<file path="src/ccar_pkg.sv">
// package: register map, field layouts and calendar types of the calendar clock
package ccar_pkg;

	// ----------------------------------------
	// register offsets (byte addresses)
	// ----------------------------------------
	localparam logic [7:0] ADDR_DIV = 8'h00;
	localparam logic [7:0] ADDR_DATE_SETUP = 8'h04;
	localparam logic [7:0] ADDR_TIME_SETUP = 8'h08;
	localparam logic [7:0] ADDR_CTRL = 8'h0C;
	localparam logic [7:0] ADDR_DATE_ALARM = 8'h10;
	localparam logic [7:0] ADDR_TIME_ALARM = 8'h14;
	localparam logic [7:0] ADDR_CUR_DATE = 8'h18;
	localparam logic [7:0] ADDR_CUR_TIME = 8'h1C;
	localparam logic [7:0] ADDR_IRQ_RAW = 8'h20;
	localparam logic [7:0] ADDR_IRQ_ENABLE = 8'h24;
	localparam logic [7:0] ADDR_IRQ_FORCE = 8'h28;
	localparam logic [7:0] ADDR_IRQ_STATUS = 8'h2C;

	// ----------------------------------------
	// field positions
	// ----------------------------------------
	localparam int CTRL_EN_BIT = 0;
	localparam int CTRL_ACTIVE_BIT = 1;
	localparam int CTRL_LOAD_BIT = 4;
	localparam int CTRL_LEAP_BIT = 8;
	localparam int ALARM_GLOB_BIT = 28;
	localparam int ALARM_ARMED_BIT = 29;
	localparam int DATE_EN_LSB = 24;
	localparam int TIME_EN_LSB = 28;

	// ----------------------------------------
	// widths, limits and reset values
	// ----------------------------------------
	localparam int DIV_W = 16;
	localparam logic [15:0] DIV_RST = 16'h0000;
	localparam logic [5:0] SEC_MAX = 6'h3B;
	localparam logic [5:0] MIN_MAX = 6'h3B;
	localparam logic [4:0] HOUR_MAX = 5'h17;
	localparam logic [2:0] DOTW_MAX = 3'h6;
	localparam logic [3:0] MONTH_MAX = 4'hC;
	localparam logic [3:0] MONTH_FEB = 4'h2;

	// ----------------------------------------
	// calendar types
	// ----------------------------------------
	typedef struct packed {
		logic [11:0] year;
		logic [3:0] month;
		logic [4:0] day;
	} ccar_date_t;

	typedef struct packed {
		logic [2:0] dotw;
		logic [4:0] hour;
		logic [5:0] min;
		logic [5:0] sec;
	} ccar_time_t;

	typedef struct packed {
		ccar_date_t date;
		ccar_time_t tod;
	} ccar_cal_t;

	localparam ccar_date_t DATE_RST = '{year: 12'h000, month: 4'h1, day: 5'h01};
	localparam ccar_time_t TIME_RST = '{dotw: 3'h0, hour: 5'h00, min: 6'h00, sec: 6'h00};

	// date fields into their register word
	function automatic logic [31:0] pack_date(input ccar_date_t d);
		return {8'h00, d.year, d.month, 3'h0, d.day};
	endfunction : pack_date

	// time fields into their register word
	function automatic logic [31:0] pack_time(input ccar_time_t t);
		return {5'h00, t.dotw, 3'h0, t.hour, 2'h0, t.min, 2'h0, t.sec};
	endfunction : pack_time

	// register word into date fields
	function automatic ccar_date_t unpack_date(input logic [31:0] w);
		return '{year: w[23:12], month: w[11:8], day: w[4:0]};
	endfunction : unpack_date

	// register word into time fields
	function automatic ccar_time_t unpack_time(input logic [31:0] w);
		return '{dotw: w[26:24], hour: w[20:16], min: w[13:8], sec: w[5:0]};
	endfunction : unpack_time

endpackage : ccar_pkg

</file>
<file path="src/ccar_calendar.sv">
// module: calendar counters with load, carry and leap-year handling
`timescale 1ns/100ps
module ccar_calendar (
	// clock and reset
	input wire logic clock_i,
	input wire logic rst_n_i,
	// control
	input wire logic tick_i,
	input wire logic load_i,
	input wire logic leap_suppress_i,
	input wire ccar_pkg::ccar_cal_t set_i,
	// current calendar
	output ccar_pkg::ccar_cal_t cal_o
);

	// ----------------------------------------
	// state
	// ----------------------------------------
	ccar_pkg::ccar_cal_t st;
	ccar_pkg::ccar_cal_t next_st;

	assign cal_o = st;

	// days in the month, leap suppressed on request
	function automatic logic [4:0] month_len(input logic [3:0] m, input logic [11:0] y,
		input logic sup);
		case (m)
			4'h2: month_len = (y[1:0] == 2'h0 && !sup) ? 5'h1D : 5'h1C;
			4'h4, 4'h6, 4'h9, 4'hB: month_len = 5'h1E;
			default: month_len = 5'h1F;
		endcase
	endfunction : month_len

	// counting with carry
	always_comb begin
		next_st = st;
		if (load_i) begin
			next_st = set_i;
		end else if (tick_i) begin
			if (st.tod.sec >= ccar_pkg::SEC_MAX) begin
				next_st.tod.sec = '0;
				if (st.tod.min >= ccar_pkg::MIN_MAX) begin
					next_st.tod.min = '0;
					if (st.tod.hour >= ccar_pkg::HOUR_MAX) begin
						next_st.tod.hour = '0;
						next_st.tod.dotw = (st.tod.dotw >= ccar_pkg::DOTW_MAX) ? 3'h0
							: st.tod.dotw + 3'h1;
						if (st.date.day >= month_len(st.date.month, st.date.year,
							leap_suppress_i)) begin
							next_st.date.day = 5'h01;
							if (st.date.month >= ccar_pkg::MONTH_MAX) begin
								next_st.date.month = 4'h1;
								next_st.date.year = st.date.year + 12'h001;
							end else begin
								next_st.date.month = st.date.month + 4'h1;
							end
						end else begin
							next_st.date.day = st.date.day + 5'h01;
						end
					end else begin
						next_st.tod.hour = st.tod.hour + 5'h01;
					end
				end else begin
					next_st.tod.min = st.tod.min + 6'h01;
				end
			end else begin
				next_st.tod.sec = st.tod.sec + 6'h01;
			end
		end
	end

	// register
	always_ff @(posedge clock_i or negedge rst_n_i) begin
		if (!rst_n_i) begin
			st <= '{date: ccar_pkg::DATE_RST, tod: ccar_pkg::TIME_RST};
		end else begin
			st <= next_st;
		end
	end
endmodule : ccar_calendar

</file>
<file path="src/ccar_regs.sv">
// module: calendar clock register file, alarm comparator and interrupt
//
// Strobed register access was decided locally.
`timescale 1ns/100ps
module ccar_regs #(
	parameter int DIV_W = ccar_pkg::DIV_W
) (
	// clock and reset
	input wire logic clock_i,
	input wire logic rst_n_i,
	// register port
	input wire logic [7:0] addr_i,
	input wire logic [31:0] wdata_i,
	input wire logic wr_i,
	input wire logic rd_i,
	output logic [31:0] rdata_o,
	// interrupt
	output logic irq_o
);

	// ----------------------------------------
	// state
	// ----------------------------------------
	typedef struct packed {
		logic [DIV_W-1:0] div;          // second_divider
		ccar_pkg::ccar_date_t set_d;    // date_setup
		ccar_pkg::ccar_time_t set_t;    // time_setup
		logic en;                       // clock enable
		logic leap;                     // leap_suppress
		logic running;                  // clock actually running
		logic load;                     // one-cycle load pulse
		ccar_pkg::ccar_date_t al_d;     // alarm date
		ccar_pkg::ccar_time_t al_t;     // alarm time
		logic [2:0] al_den;             // year, month, day compare enables
		logic [3:0] al_ten;             // weekday, hour, minute, second enables
		logic al_glob;                  // alarm_global_enable
		logic armed;                    // match active
		ccar_pkg::ccar_date_t latch;    // date captured by a time read
		logic match_q;                  // match seen last cycle
		logic raw;                      // irq_raw
		logic inte;                     // irq_enable
		logic irq_force;                     // irq_force
		logic [31:0] rdata;             // read data
	} ccar_st_t;

	ccar_st_t st;
	ccar_st_t next_st;

	// ----------------------------------------
	// datapath wires
	// ----------------------------------------
	logic tick;                  // one-second tick
	ccar_pkg::ccar_cal_t cur;    // running calendar
	logic match;                 // enabled fields all equal
	logic match_evt;             // rising match
	logic masked;                // irq masked status

	// one-second divider
	ccar_tick #(
		.DIV_W(DIV_W)
	) u_tick (
		.clock_i(clock_i),
		.rst_n_i(rst_n_i),
		.run_i(st.running),
		.div_i(st.div),
		.tick_o(tick)
	);

	// calendar counters
	ccar_calendar u_cal (
		.clock_i(clock_i),
		.rst_n_i(rst_n_i),
		.tick_i(tick),
		.load_i(st.load),
		.leap_suppress_i(st.leap),
		.set_i('{date: st.set_d, tod: st.set_t}),
		.cal_o(cur)
	);

	// ----------------------------------------
	// alarm comparator
	// ----------------------------------------
	// every enabled field equal, only while globally enabled and armed
	always_comb begin
		match = st.al_glob && st.armed;
		if (st.al_den[2] && cur.date.year != st.al_d.year) match = 1'b0;
		if (st.al_den[1] && cur.date.month != st.al_d.month) match = 1'b0;
		if (st.al_den[0] && cur.date.day != st.al_d.day) match = 1'b0;
		if (st.al_ten[3] && cur.tod.dotw != st.al_t.dotw) match = 1'b0;
		if (st.al_ten[2] && cur.tod.hour != st.al_t.hour) match = 1'b0;
		if (st.al_ten[1] && cur.tod.min != st.al_t.min) match = 1'b0;
		if (st.al_ten[0] && cur.tod.sec != st.al_t.sec) match = 1'b0;
	end

	// each fresh match is an event, so partial compares repeat
	assign match_evt = match && !st.match_q;

	// masked status and the interrupt line
	assign masked = (st.raw && st.inte) || st.irq_force;
	assign irq_o = masked;
	assign rdata_o = st.rdata;

	// ----------------------------------------
	// register access and control
	// ----------------------------------------
	always_comb begin
		next_st = st;
		// running follows enable one cycle later
		next_st.running = st.en;
		// armed follows global alarm enable
		next_st.armed = st.al_glob;
		next_st.match_q = match;
		// load lasts one cycle
		next_st.load = 1'b0;
		next_st.rdata = 32'h0000_0000;

		// writes
		if (wr_i) begin
			case (addr_i)
				ccar_pkg::ADDR_DIV: begin
					next_st.div = wdata_i[DIV_W-1:0];
				end
				ccar_pkg::ADDR_DATE_SETUP: begin
					next_st.set_d = ccar_pkg::unpack_date(wdata_i);
				end
				ccar_pkg::ADDR_TIME_SETUP: begin
					next_st.set_t = ccar_pkg::unpack_time(wdata_i);
				end
				ccar_pkg::ADDR_CTRL: begin
					next_st.en = wdata_i[ccar_pkg::CTRL_EN_BIT];
					next_st.load = wdata_i[ccar_pkg::CTRL_LOAD_BIT];
					next_st.leap = wdata_i[ccar_pkg::CTRL_LEAP_BIT];
				end
				ccar_pkg::ADDR_DATE_ALARM: begin
					next_st.al_d = ccar_pkg::unpack_date(wdata_i);
					next_st.al_den = wdata_i[ccar_pkg::DATE_EN_LSB +: 3];
					next_st.al_glob = wdata_i[ccar_pkg::ALARM_GLOB_BIT];
				end
				ccar_pkg::ADDR_TIME_ALARM: begin
					next_st.al_t = ccar_pkg::unpack_time(wdata_i);
					next_st.al_ten = wdata_i[ccar_pkg::TIME_EN_LSB +: 4];
				end
				ccar_pkg::ADDR_IRQ_RAW: begin
					// write one to clear
					if (wdata_i[0]) next_st.raw = 1'b0;
				end
				ccar_pkg::ADDR_IRQ_ENABLE: begin
					next_st.inte = wdata_i[0];
				end
				ccar_pkg::ADDR_IRQ_FORCE: begin
					next_st.irq_force = wdata_i[0];
				end
				default: begin
					// unmapped or read-only: ignored
				end
			endcase
		end

		// alarm event sets raw; set wins over a same-cycle clear
		if (match_evt) next_st.raw = 1'b1;

		// reads, answered next cycle
		if (rd_i) begin
			case (addr_i)
				ccar_pkg::ADDR_DIV: begin
					next_st.rdata = {{(32 - DIV_W){1'b0}}, st.div};
				end
				ccar_pkg::ADDR_DATE_SETUP: begin
					next_st.rdata = ccar_pkg::pack_date(st.set_d);
				end
				ccar_pkg::ADDR_TIME_SETUP: begin
					next_st.rdata = ccar_pkg::pack_time(st.set_t);
				end
				ccar_pkg::ADDR_CTRL: begin
					next_st.rdata[ccar_pkg::CTRL_EN_BIT] = st.en;
					next_st.rdata[ccar_pkg::CTRL_ACTIVE_BIT] = st.running;
					next_st.rdata[ccar_pkg::CTRL_LEAP_BIT] = st.leap;
				end
				ccar_pkg::ADDR_DATE_ALARM: begin
					next_st.rdata = ccar_pkg::pack_date(st.al_d);
					next_st.rdata[ccar_pkg::DATE_EN_LSB +: 3] = st.al_den;
					next_st.rdata[ccar_pkg::ALARM_GLOB_BIT] = st.al_glob;
					next_st.rdata[ccar_pkg::ALARM_ARMED_BIT] = st.armed;
				end
				ccar_pkg::ADDR_TIME_ALARM: begin
					next_st.rdata = ccar_pkg::pack_time(st.al_t);
					next_st.rdata[ccar_pkg::TIME_EN_LSB +: 4] = st.al_ten;
				end
				ccar_pkg::ADDR_CUR_DATE: begin
					next_st.rdata = ccar_pkg::pack_date(st.latch);
				end
				ccar_pkg::ADDR_CUR_TIME: begin
					next_st.rdata = ccar_pkg::pack_time(cur.tod);
					// capture date alongside the time
					next_st.latch = cur.date;
				end
				ccar_pkg::ADDR_IRQ_RAW: begin
					next_st.rdata[0] = st.raw;
				end
				ccar_pkg::ADDR_IRQ_ENABLE: begin
					next_st.rdata[0] = st.inte;
				end
				ccar_pkg::ADDR_IRQ_FORCE: begin
					next_st.rdata[0] = st.irq_force;
				end
				ccar_pkg::ADDR_IRQ_STATUS: begin
					next_st.rdata[0] = masked;
				end
				default: begin
					next_st.rdata = 32'h0000_0000;
				end
			endcase
		end
	end

	// register all state
	always_ff @(posedge clock_i or negedge rst_n_i) begin
		if (!rst_n_i) begin
			st <= '0;
			st.div <= ccar_pkg::DIV_RST;
			st.latch <= ccar_pkg::DATE_RST;
		end else begin
			st <= next_st;
		end
	end
endmodule : ccar_regs

</file>
<file path="src/ccar_tick.sv">
// module: programmable one-second tick divider
`timescale 1ns/100ps
module ccar_tick #(
	parameter int DIV_W = 16
) (
	// clock and reset
	input wire logic clock_i,
	input wire logic rst_n_i,
	// control
	input wire logic run_i,
	input wire logic [DIV_W-1:0] div_i,
	// tick out
	output logic tick_o
);

	// ----------------------------------------
	// state
	// ----------------------------------------
	typedef struct packed {
		logic [DIV_W-1:0] cnt; // cycles since last tick
	} ccar_tick_st_t;

	ccar_tick_st_t st;
	ccar_tick_st_t next_st;

	// tick on the last count; >= keeps a lowered divider from running away
	assign tick_o = run_i && (st.cnt >= div_i);

	// next count
	always_comb begin
		next_st = st;
		if (!run_i) begin
			next_st.cnt = '0;
		end else if (tick_o) begin
			next_st.cnt = '0;
		end else begin
			next_st.cnt = st.cnt + 1'b1;
		end
	end

	// register
	always_ff @(posedge clock_i or negedge rst_n_i) begin
		if (!rst_n_i) begin
			st <= '0;
		end else begin
			st <= next_st;
		end
	end
endmodule : ccar_tick
</file>
<file path="config.mk">
export PLATFORM = sky130hd
export DESIGN_NAME = ccar_regs
export DESIGN_NICKNAME = d
export VERILOG_FILES = /design/src/ccar_pkg.sv /design/src/ccar_calendar.sv /design/src/ccar_regs.sv /design/src/ccar_tick.sv
export SDC_FILE = /design/constraint.sdc
export NUM_CORES = 1
export LEC_CHECK = 0
export BUFFER_PORTS_ARGS = -buffer_cell sky130_fd_sc_hd__buf_2
export CORE_MARGIN = 2
export CORE_UTILIZATION = 51
export CTS_BUF_LIST = sky130_fd_sc_hd__clkbuf_16
export DETAILED_ROUTE_END_ITERATION = 10
export PLACE_DENSITY = 0.69
export SLEW_MARGIN = 20
export SYNTH_ARGS = -nofsm -noshare
export SYNTH_HDL_FRONTEND = slang
export SYNTH_HIERARCHICAL = 1
export SYNTH_SLANG_ARGS = --single-unit
</file>
<file path="constraint.sdc">
create_clock -name clock_i -period 4.6 [get_ports clock_i]
set_clock_uncertainty 0.1 [all_clocks]
set_input_delay 0 -clock clock_i [delete_from_list [all_inputs] [get_ports clock_i]]
set_output_delay 0 -clock clock_i [all_outputs]
set_load 0.005 [all_outputs]
</file>
* Word-level counts from Yosys, hierarchy flattened
Index checks and enable logic that the tools add are counted.
Word-level totals: register bits after elaboration 225, input bits 44, output and inout bits 33, logic and storage cells 167
Operators by class: $add $sub $neg 8, magnitude comparators 7, eq/ne operators 23, mux-type cells 48, reductions and logical operators 42
Operators by type and width (number):
- 23-bit case mux with 7 select lines | 1
- 41-bit 2-to-1 mux | 2
- 50-bit 2-to-1 mux | 1
- 16-bit 2-to-1 mux | 3
- 6-bit case mux with 7 select lines | 1
- 35-bit 2-to-1 mux | 1
- 5-bit 2-to-1 mux | 7
- 8-bit by 5-bit equality test with 1-bit output, second input constant | 4
- 8-bit by 6-bit equality test with 1-bit output, second input constant | 4
- 32-bit 2-to-1 mux | 1
- 29-bit 2-to-1 mux | 1
- 24-bit 2-to-1 mux | 1
- 21-bit 2-to-1 mux | 1
- 20-bit 2-to-1 mux | 1
- 2-bit AND reduction | 10
- 2-bit nonzero test | 9
- 16-bit by 1-bit adder with 16-bit output, second input constant | 1
- 8-bit by 4-bit equality test with 1-bit output, second input constant | 2
- 16-bit greater-or-equal comparator | 1
- 1-bit case mux with 8 select lines | 2
- 1-bit 2-to-1 mux | 15
- 12-bit by 1-bit adder with 12-bit output, second input constant | 1
- 6-bit by 1-bit adder with 6-bit output, second input constant | 2
- 6-bit greater-or-equal comparator, second input constant | 2
- 32 further kinds | 54

* Logic depth before layout (Yosys ltp)
Gate-level depths: netlist of run 1.
word-level depth 16, depth in mapped cells 13, depth with buffers taken out 11

* Hierarchy
Netlist of run 1, hierarchy kept.
Modules (own cells, without submodules):
- ccar_regs | instances 1, cells each 582, area each 7661.1 µm², sequential area each 4181.5 µm²
- ccar_calendar | instances 1, cells each 319, area each 2757.6 µm², sequential area each 1028.5 µm²
- ccar_tick | instances 1, cells each 126, area each 1162.4 µm², sequential area each 400.4 µm²

* Worst setup path before layout of run 1
Ideal clock, no wire load.
kind register to register, from register u_tick/st[13] in the netlist's numbering, to register u_cal.st (netlist bit u_cal/cal_o[40]), setup time 153 ps, arrival 2948 ps, required time 4347 ps, slack 1399 ps, cell stages (with the launch flop) 12, buffers on the path 1, clock period less this slack 3201 ps, cell sequence dfrtp_1 ha_1 nand4_2 nor2_1 or4b_4 a31oi_1 a31o_2 a41oi_1 or4_4 buf_6 nor2_1 a311oi_1
On the way: word-level cells in the longest chain between the ends 4
RTL lines:
- from (decl) | RTL line ccar_tick.sv:23 | ccar_tick_st_t st;
- from (signal assigned) | RTL line ccar_tick.sv:46 | st <= next_st;
- 16-bit greater-or-equal comparator | RTL line ccar_tick.sv:27 | assign tick_o = run_i && (st.cnt >= div_i);
- 1-bit logical AND | RTL line ccar_tick.sv:27
- named net tick | RTL line ccar_regs.sv:52 | logic tick;
- 2-bit nonzero test (no line)
- 6-bit AND reduction (no line)
- to (signal assigned) | RTL line ccar_calendar.sv:75 | st <= '{date: ccar_pkg::DATE_RST, tod: ccar_pkg::TIME_RST};
- to (signal assigned) | RTL line ccar_calendar.sv:77 | st <= next_st;
- to (decl) | RTL line ccar_calendar.sv:19 | ccar_pkg::ccar_cal_t st;
The timed path passes the listed nets, and every way through them passes these cells. A chain may end at the register's enable or synchronous reset.

* Final worst setup path of run 1
from register st[167] in the netlist's numbering, to register u_cal.st (netlist bit u_cal/cal_o[40])
On the way: word-level cells in the longest chain between the ends 4
RTL lines:
- from (decl) | RTL line ccar_regs.sv:46 | ccar_st_t st;
- from (signal assigned) | RTL line ccar_regs.sv:223 | st <= next_st;
- 16-bit greater-or-equal comparator | RTL line ccar_tick.sv:27
- 1-bit logical AND | RTL line ccar_tick.sv:27
- named net tick | RTL line ccar_regs.sv:52
- 2-bit nonzero test (no line)
- 6-bit AND reduction (no line)
The timed path passes the listed nets, and every way through them passes these cells.

==> results.py, run 1 <==
metrics = {
    "timing": {
        "rsz0062_at_grt": "false",
        "hold_violations": 0,
        "slew-limit-headroom": 0.236,
        "timing.fmax_ghz": 0.255,
        "whs_ns": 0.00116,
        "fin_crit_sh": 0.852,
        "setup_viol": 0,
        "worstMarginPinSlew_ns": 1.14,
        "tns_ns": 0,
        "post-route-worst-setup-slack_ns": 0.682,
        "period_needed_ns": 3.92,
        "finalMaxSlewViolations": 0,
    },
    "power_and_ir_drop": {
        "p_clk_frac": 0.474,
        "p_comb_frac": 0.061,
        "ir_worst_vdd_mv": 0.297,
        "power_frac_seq": 0.465,
        "power.density_nw_per_um2": 340,
        "p_int_uw": 3490,
        "switching_share": 0.226,
        "p_leak_uw": 0.00624,
        "p_sw_uw": 1020,
        "power_uw": 4510,
    },
    "die": {
        "num_rows": 55,
        "die_w_um": 155,
        "io_pins": 77,
        "placeableCoreArea_um2": 22400,
        "die_area_um2": 23900,
        "initial_core_util": 0.516,
        "chipHeight_um": 155,
    },
    "synthesis": {
        "syn_area_per_cell_um2": 11.3,
        "yosys.area.top_type": "dfrtp_1",
        "netlist_instances": 1027,
        "synthTopCellsByArea": "dfrtp_1, mux2_2, ha_1",
        "synth_seq_area_share": 0.484,
        "netlist.area_leader.share": 0.475,
        "async_flop_share": 1.00,
        "ys_seq_elements": 224,
        "synth_warnings": 6,
        "synth_fp_nets": 1101,
        "syn_area_um2": 11600,
        "synth_edf_count": 0,
        "synth_ff_type": "dfrtp_1",
        "synth.distinct_cells": 73,
    },
    "place": {
        "port_buffers": 74,
        "post-place-cells": 1314,
        "dp_worst_setup_slack_ns": 0.697,
        "gp_congestion": 0.877,
        "hpwl_um": 19200,
    },
    "clock_network": {
        "clockBufferDepth": 3,
        "cts_sinks": 224,
        "cts-root-buf": "clkbuf_16",
        "post_cts_resized": 0,
        "clk_pin_slew_ns": 0.06,
        "cts_inserted_buffers": 26,
        "post_cts_buffers": 0,
        "clock_latency_ns": 0.52,
        "cts_tree": "built",
        "cts_htree_levels": 1,
    },
    "layout": {
        "final_cell_mix": "dfrtp_1, mux2_2, buf_2",
        "fin_nets": 1178,
        "antennaDiodeCount": 0,
        "area_growth_pct": 14.7,
        "instances_no_fill": 1408,
        "final_common_cell": "dfrtp_1",
        "drive_gt1_frac": 0.257,
    },
    "detailed_routing": {
        "vias_per_cell": 6.08,
        "drt-initial-drc-count": 740,
        "ant_nets": 0,
        "wire_per_inst_um": 20.8,
        "drt-pass1-iter-count": 6,
        "via_count": 8556,
        "wl_um": 29400,
        "drc": 0,
    },
    "outcome": {
        "outcome": "completed",
    },
    "worst_setup_path": {
        "crit_fanout": 19,
        "r2r_start": "st[167]",
        "worst_setup_path_end_kind": "register",
        "critPathKind": "reg2reg",
        "crit_arrival_ns": 4.18,
        "start_kind": "register",
        "startpoint": "st[167]",
        "worstPathRequired_ns": 4.86,
    },
    "hold_path": {
        "hold_class": "in2async",
    },
    "grt": {
        "grt_pass1_vias": 8403,
        "grt-ovfl-total": 0,
        "antenna_found_initial": 0,
        "grt_pass1_wl_um": 46500,
        "grt_util_all_layers": 0.244,
        "grt_max_degree": 103,
    },
    "run": {
        "max_cap_viol_count": 0,
    },
}
metal layers:
layer,share of wire,GRT usage,up-vias
li1,-,-,3915
met1,0.45,0.344,4326
met2,0.47,0.397,269
met3,0.055,0.0373,46
met4,0.024,0.0666,0
met5,0,0,-
cells in the mapped netlist, drive strengths merged, types with 21 or more instances:
cell,instances
nand3,23
ha,30
nor2,53
clkbuf,21
mux2,134
o21ai,26
inv,36
buf,66
a21oi,49
xor2,40
a22oi,38
a222oi,21
nand2,55
dfrtp,220
cell families after synthesis:
group / synth area share
simple gates: 0.108
flops: 0.484
compound gates: 0.135
mux: 0.140
buf+inv: 0.0570
xor+xnor: 0.0424
fa+ha+maj: 0.0324
other cells: 0.000324
registers in the layout, indices dropped and copies added (netlist names):
signal / flops
u_tick/st: 16
next_st: 2
st: 134
u_cal/cal_o: 41
rdata_o: 31
per-stage QoR:
step | area (µm²) | utilization
6_report | 13300 | 0.592
5_1_grt | 13300 | 0.592
4_1_cts | 13300 | 0.592
3_5_place_dp | 11900 | 0.531
3_3_place_gp | 11900 | 0.531
2_1_floorplan | 11600 | -
area by class of cell:
cell class,instances,area (µm²)
clock inverter,20,214
fill,1920,9150
clock buffer,27,676
tap,285,357
timing repair buffer,136,963
multi-input combinational,680,5330
inverter,36,135
sequential,224,5610
worst max-delay path, cell delays in order (launching register included):
cell and delay [ns]:
dfrtp_1 0.37, inv_1 0.07, ha_1 0.32, nand4_2 0.15, nor2_1 0.18, or4b_4 0.51, a31oi_1 0.43, a31o_2 0.23
a41oi_1 0.06, or4_4 0.60, nor2_1 0.55, a311oi_1 0.17
what timing repair did:
item | CTS | global route
setup endpoints to repair | 0 | 0
hold endpoints to repair | 216 | 0
hold buffers | 47 | 0
final timing paths:
path                              endpoint  slack, ns  cells after the start
min in group clock_i           rdata_o[18]       0.08                      5
hold reg to reg                     st[34]       0.32                      1
max in group asynchronous    u_tick/st[11]       3.10                      3
setup reg to reg           u_cal/cal_o[40]       0.68                     11
setup / recovery           u_cal/cal_o[40]       0.68                     11
hold / removal                 rdata_o[12]      0.001                      2
power by group through the flow:
stage,clock [µW],sequential [µW],combinational (µW)
3_5_place_dp,0,2130,248
2_1_floorplan,0,2110,140
3_3_place_gp,0,2130,243
4_1_cts,2170,2100,277
5_1_grt,2260,2110,305
6_report,2140,2100,275
(Power assumes the default switching activity.)
==> run 2, diff against run 1 <==
--- a/config.mk
+++ b/config.mk
@@ -11,6 +11,7 @@
 export CTS_BUF_LIST = sky130_fd_sc_hd__clkbuf_16
 export DETAILED_ROUTE_END_ITERATION = 10
 export PLACE_DENSITY = 0.69
+export RECOVER_POWER = 50
 export SLEW_MARGIN = 20
 export SYNTH_ARGS = -nofsm -noshare
 export SYNTH_HDL_FRONTEND = slang
==> run 2 against run 1 <==
  * The run now ends with capacitance limit, slew limit left
  * Critical endpoint unchanged
  * Global-route usage unchanged
  * First-iteration DRC count down 0.14%
  * Utilization down 0.13 points
==> results.py, run 2 (synthesis results as in run 1) <==
metrics = {
    "outcome": {
        "outcome": "finished, violations left",
        "violations": "capacitance limit, slew limit",
    },
    "power_and_ir_drop": {
        "ir_worst_vdd_mv": 0.298,
        "p_leak_uw": 0.00619,
        "power_uw": 4510,
        "power.density_nw_per_um2": 340,
    },
    "worst_setup_path": {
        "endpoint": "u_cal/cal_o[40]",
        "startpoint": "st[167]",
        "r2r-end": "u_cal/cal_o[40]",
        "crit_fanout": 19,
        "rr_worst_depth": 11,
        "worstPathRequired_ns": 4.86,
        "start_kind": "register",
        "r2r_slack_ns": 0.68,
        "worst_setup_path_end_kind": "register",
        "crit_arrival_ns": 4.18,
        "critPathKind": "reg2reg",
        "r2r_start": "st[167]",
    },
    "layout": {
        "instances_no_fill": 1408,
        "fill_cells": 1934,
        "final_cell_mix": "dfrtp_1, mux2_2, buf_2",
        "final_common_cell": "dfrtp_1",
        "drive_gt1_frac": 0.248,
        "regMostFlops": "st",
        "largest_reg_flops": 134,
        "fin_nets": 1178,
        "fin_area_um2": 13300,
        "antennaDiodeCount": 0,
        "area_growth_pct": 14.4,
    },
    "clock_network": {
        "clockBufferDepth": 3,
        "clk_pin_slew_ns": 0.06,
        "post_cts_resized": 0,
        "cts_htree_levels": 1,
        "postCtsHoldBufs": 47,
        "cts_sinks": 224,
        "clock_latency_ns": 0.53,
        "cts_inserted_buffers": 26,
        "post_cts_buffers": 0,
        "cts_tree": "built",
        "cts-root-buf": "clkbuf_16",
    },
    "die": {
        "num_rows": 55,
        "initial_core_util": 0.516,
        "die_w_um": 155,
        "placeableCoreArea_um2": 22400,
        "die_area_um2": 23900,
        "io_pins": 77,
        "chipHeight_um": 155,
    },
    "detailed_routing": {
        "wl_um": 29400,
        "drt-pass1-iter-count": 6,
        "ant_nets": 0,
        "drt-initial-drc-count": 739,
        "drc": 0,
        "via_count": 8571,
        "wire_per_inst_um": 20.8,
        "vias_per_cell": 6.09,
    },
    "timing": {
        "slew-limit-headroom": -0.786,
        "setup_viol": 0,
        "fin_crit_sh": 0.852,
        "hold_violations": 0,
        "rsz0062_at_grt": "false",
        "whs_ns": 0.0829,
        "worstMarginPinSlew_ns": 2.68,
        "tns_ns": 0,
        "period_needed_ns": 3.92,
        "finalMaxSlewViolations": 103,
        "timing.fmax_ghz": 0.255,
    },
    "run": {
        "max_cap_viol_count": 1,
    },
    "place": {
        "hpwl_um": 19200,
        "post-place-cells": 1314,
        "postPlaceCellArea_um2": 11900,
        "port_buffers": 74,
        "gp_congestion": 0.877,
    },
    "grt": {
        "grt_pass1_vias": 8403,
        "grt_pass1_wl_um": 46500,
        "grt_util_all_layers": 0.244,
        "grt_max_degree": 103,
        "antenna_found_initial": 0,
        "grt-ovfl-total": 0,
    },
    "hold_path": {
        "hold_class": "in2reg",
    },
}
[run 2: changes by cell type in the layout (fill, tap and decap cells not counted)]
cell and change:
buf_2 -9, buf_1 +2, clkbuf_2 +3, buf_4 -3, clkbuf_1 +8, buf_8 -1
[run 2: power breakdown]
group          internal (µW)  switching, µW  total [µW]
registers               2030           68.6        2100
logic                    127            146         273
clock network           1330            806        2140
total                   3490           1020        4510
[run 2: worst max-delay path, stage by stage (launching register included)]
cell and delay [ns]:
dfrtp_1 0.37, inv_1 0.07, ha_1 0.32, nand4_2 0.15, nor2_1 0.18, or4b_4 0.51, a31oi_1 0.43, a31o_2 0.22
a41oi_1 0.06, or4_4 0.60, nor2_1 0.55, a311oi_1 0.17
[run 2: layer usage]
layer,wire (µm),share of wire,vias up,GRT usage
met1,13200,0.45,4338,0.344
met3,1610,0.055,49,0.0373
met2,13800,0.47,268,0.397
met5,0,0,-,0
met4,728,0.025,0,0.0666
li1,-,-,3916,-
[run 2: cell type report]
class | count | area, µm² | area share
sequential | 224 | 5610 | 0.423
multi-input combinational | 680 | 5330 | 0.402
timing repair buffer | 136 | 933 | 0.0704
clock buffer | 27 | 676 | 0.0510
tap | 285 | 357 | 0.0269
clock inverter | 20 | 214 | 0.0161
inverter | 36 | 135 | 0.0102
[run 2: worst min-delay path by stage]
stage / cells past startpoint / slack, ns / end / start
final: 5 / 0.08 / rdata_o[18] / addr_i[4]
after global placement: 1 / -0.008 / rdata_o[21] / rst_n_i
after detailed placement: 1 / -0.001 / rdata_o[21] / rst_n_i
after global routing: 5 / 0.13 / rdata_o[18] / addr_i[4]
after floorplan: 0 / -0.40 / next_st[108] / rst_n_i
after CTS: 2 / 0.05 / rdata_o[12] / rst_n_i
[run 2: through the flow]
step | setup slack (ns) | util
final | 0.683 | 0.591
after global routing | 0.414 | 0.591
after CTS | 0.670 | 0.592
after detailed placement | 0.697 | 0.531
after global placement | 0.732 | 0.531
after floorplan | 1.40 | -
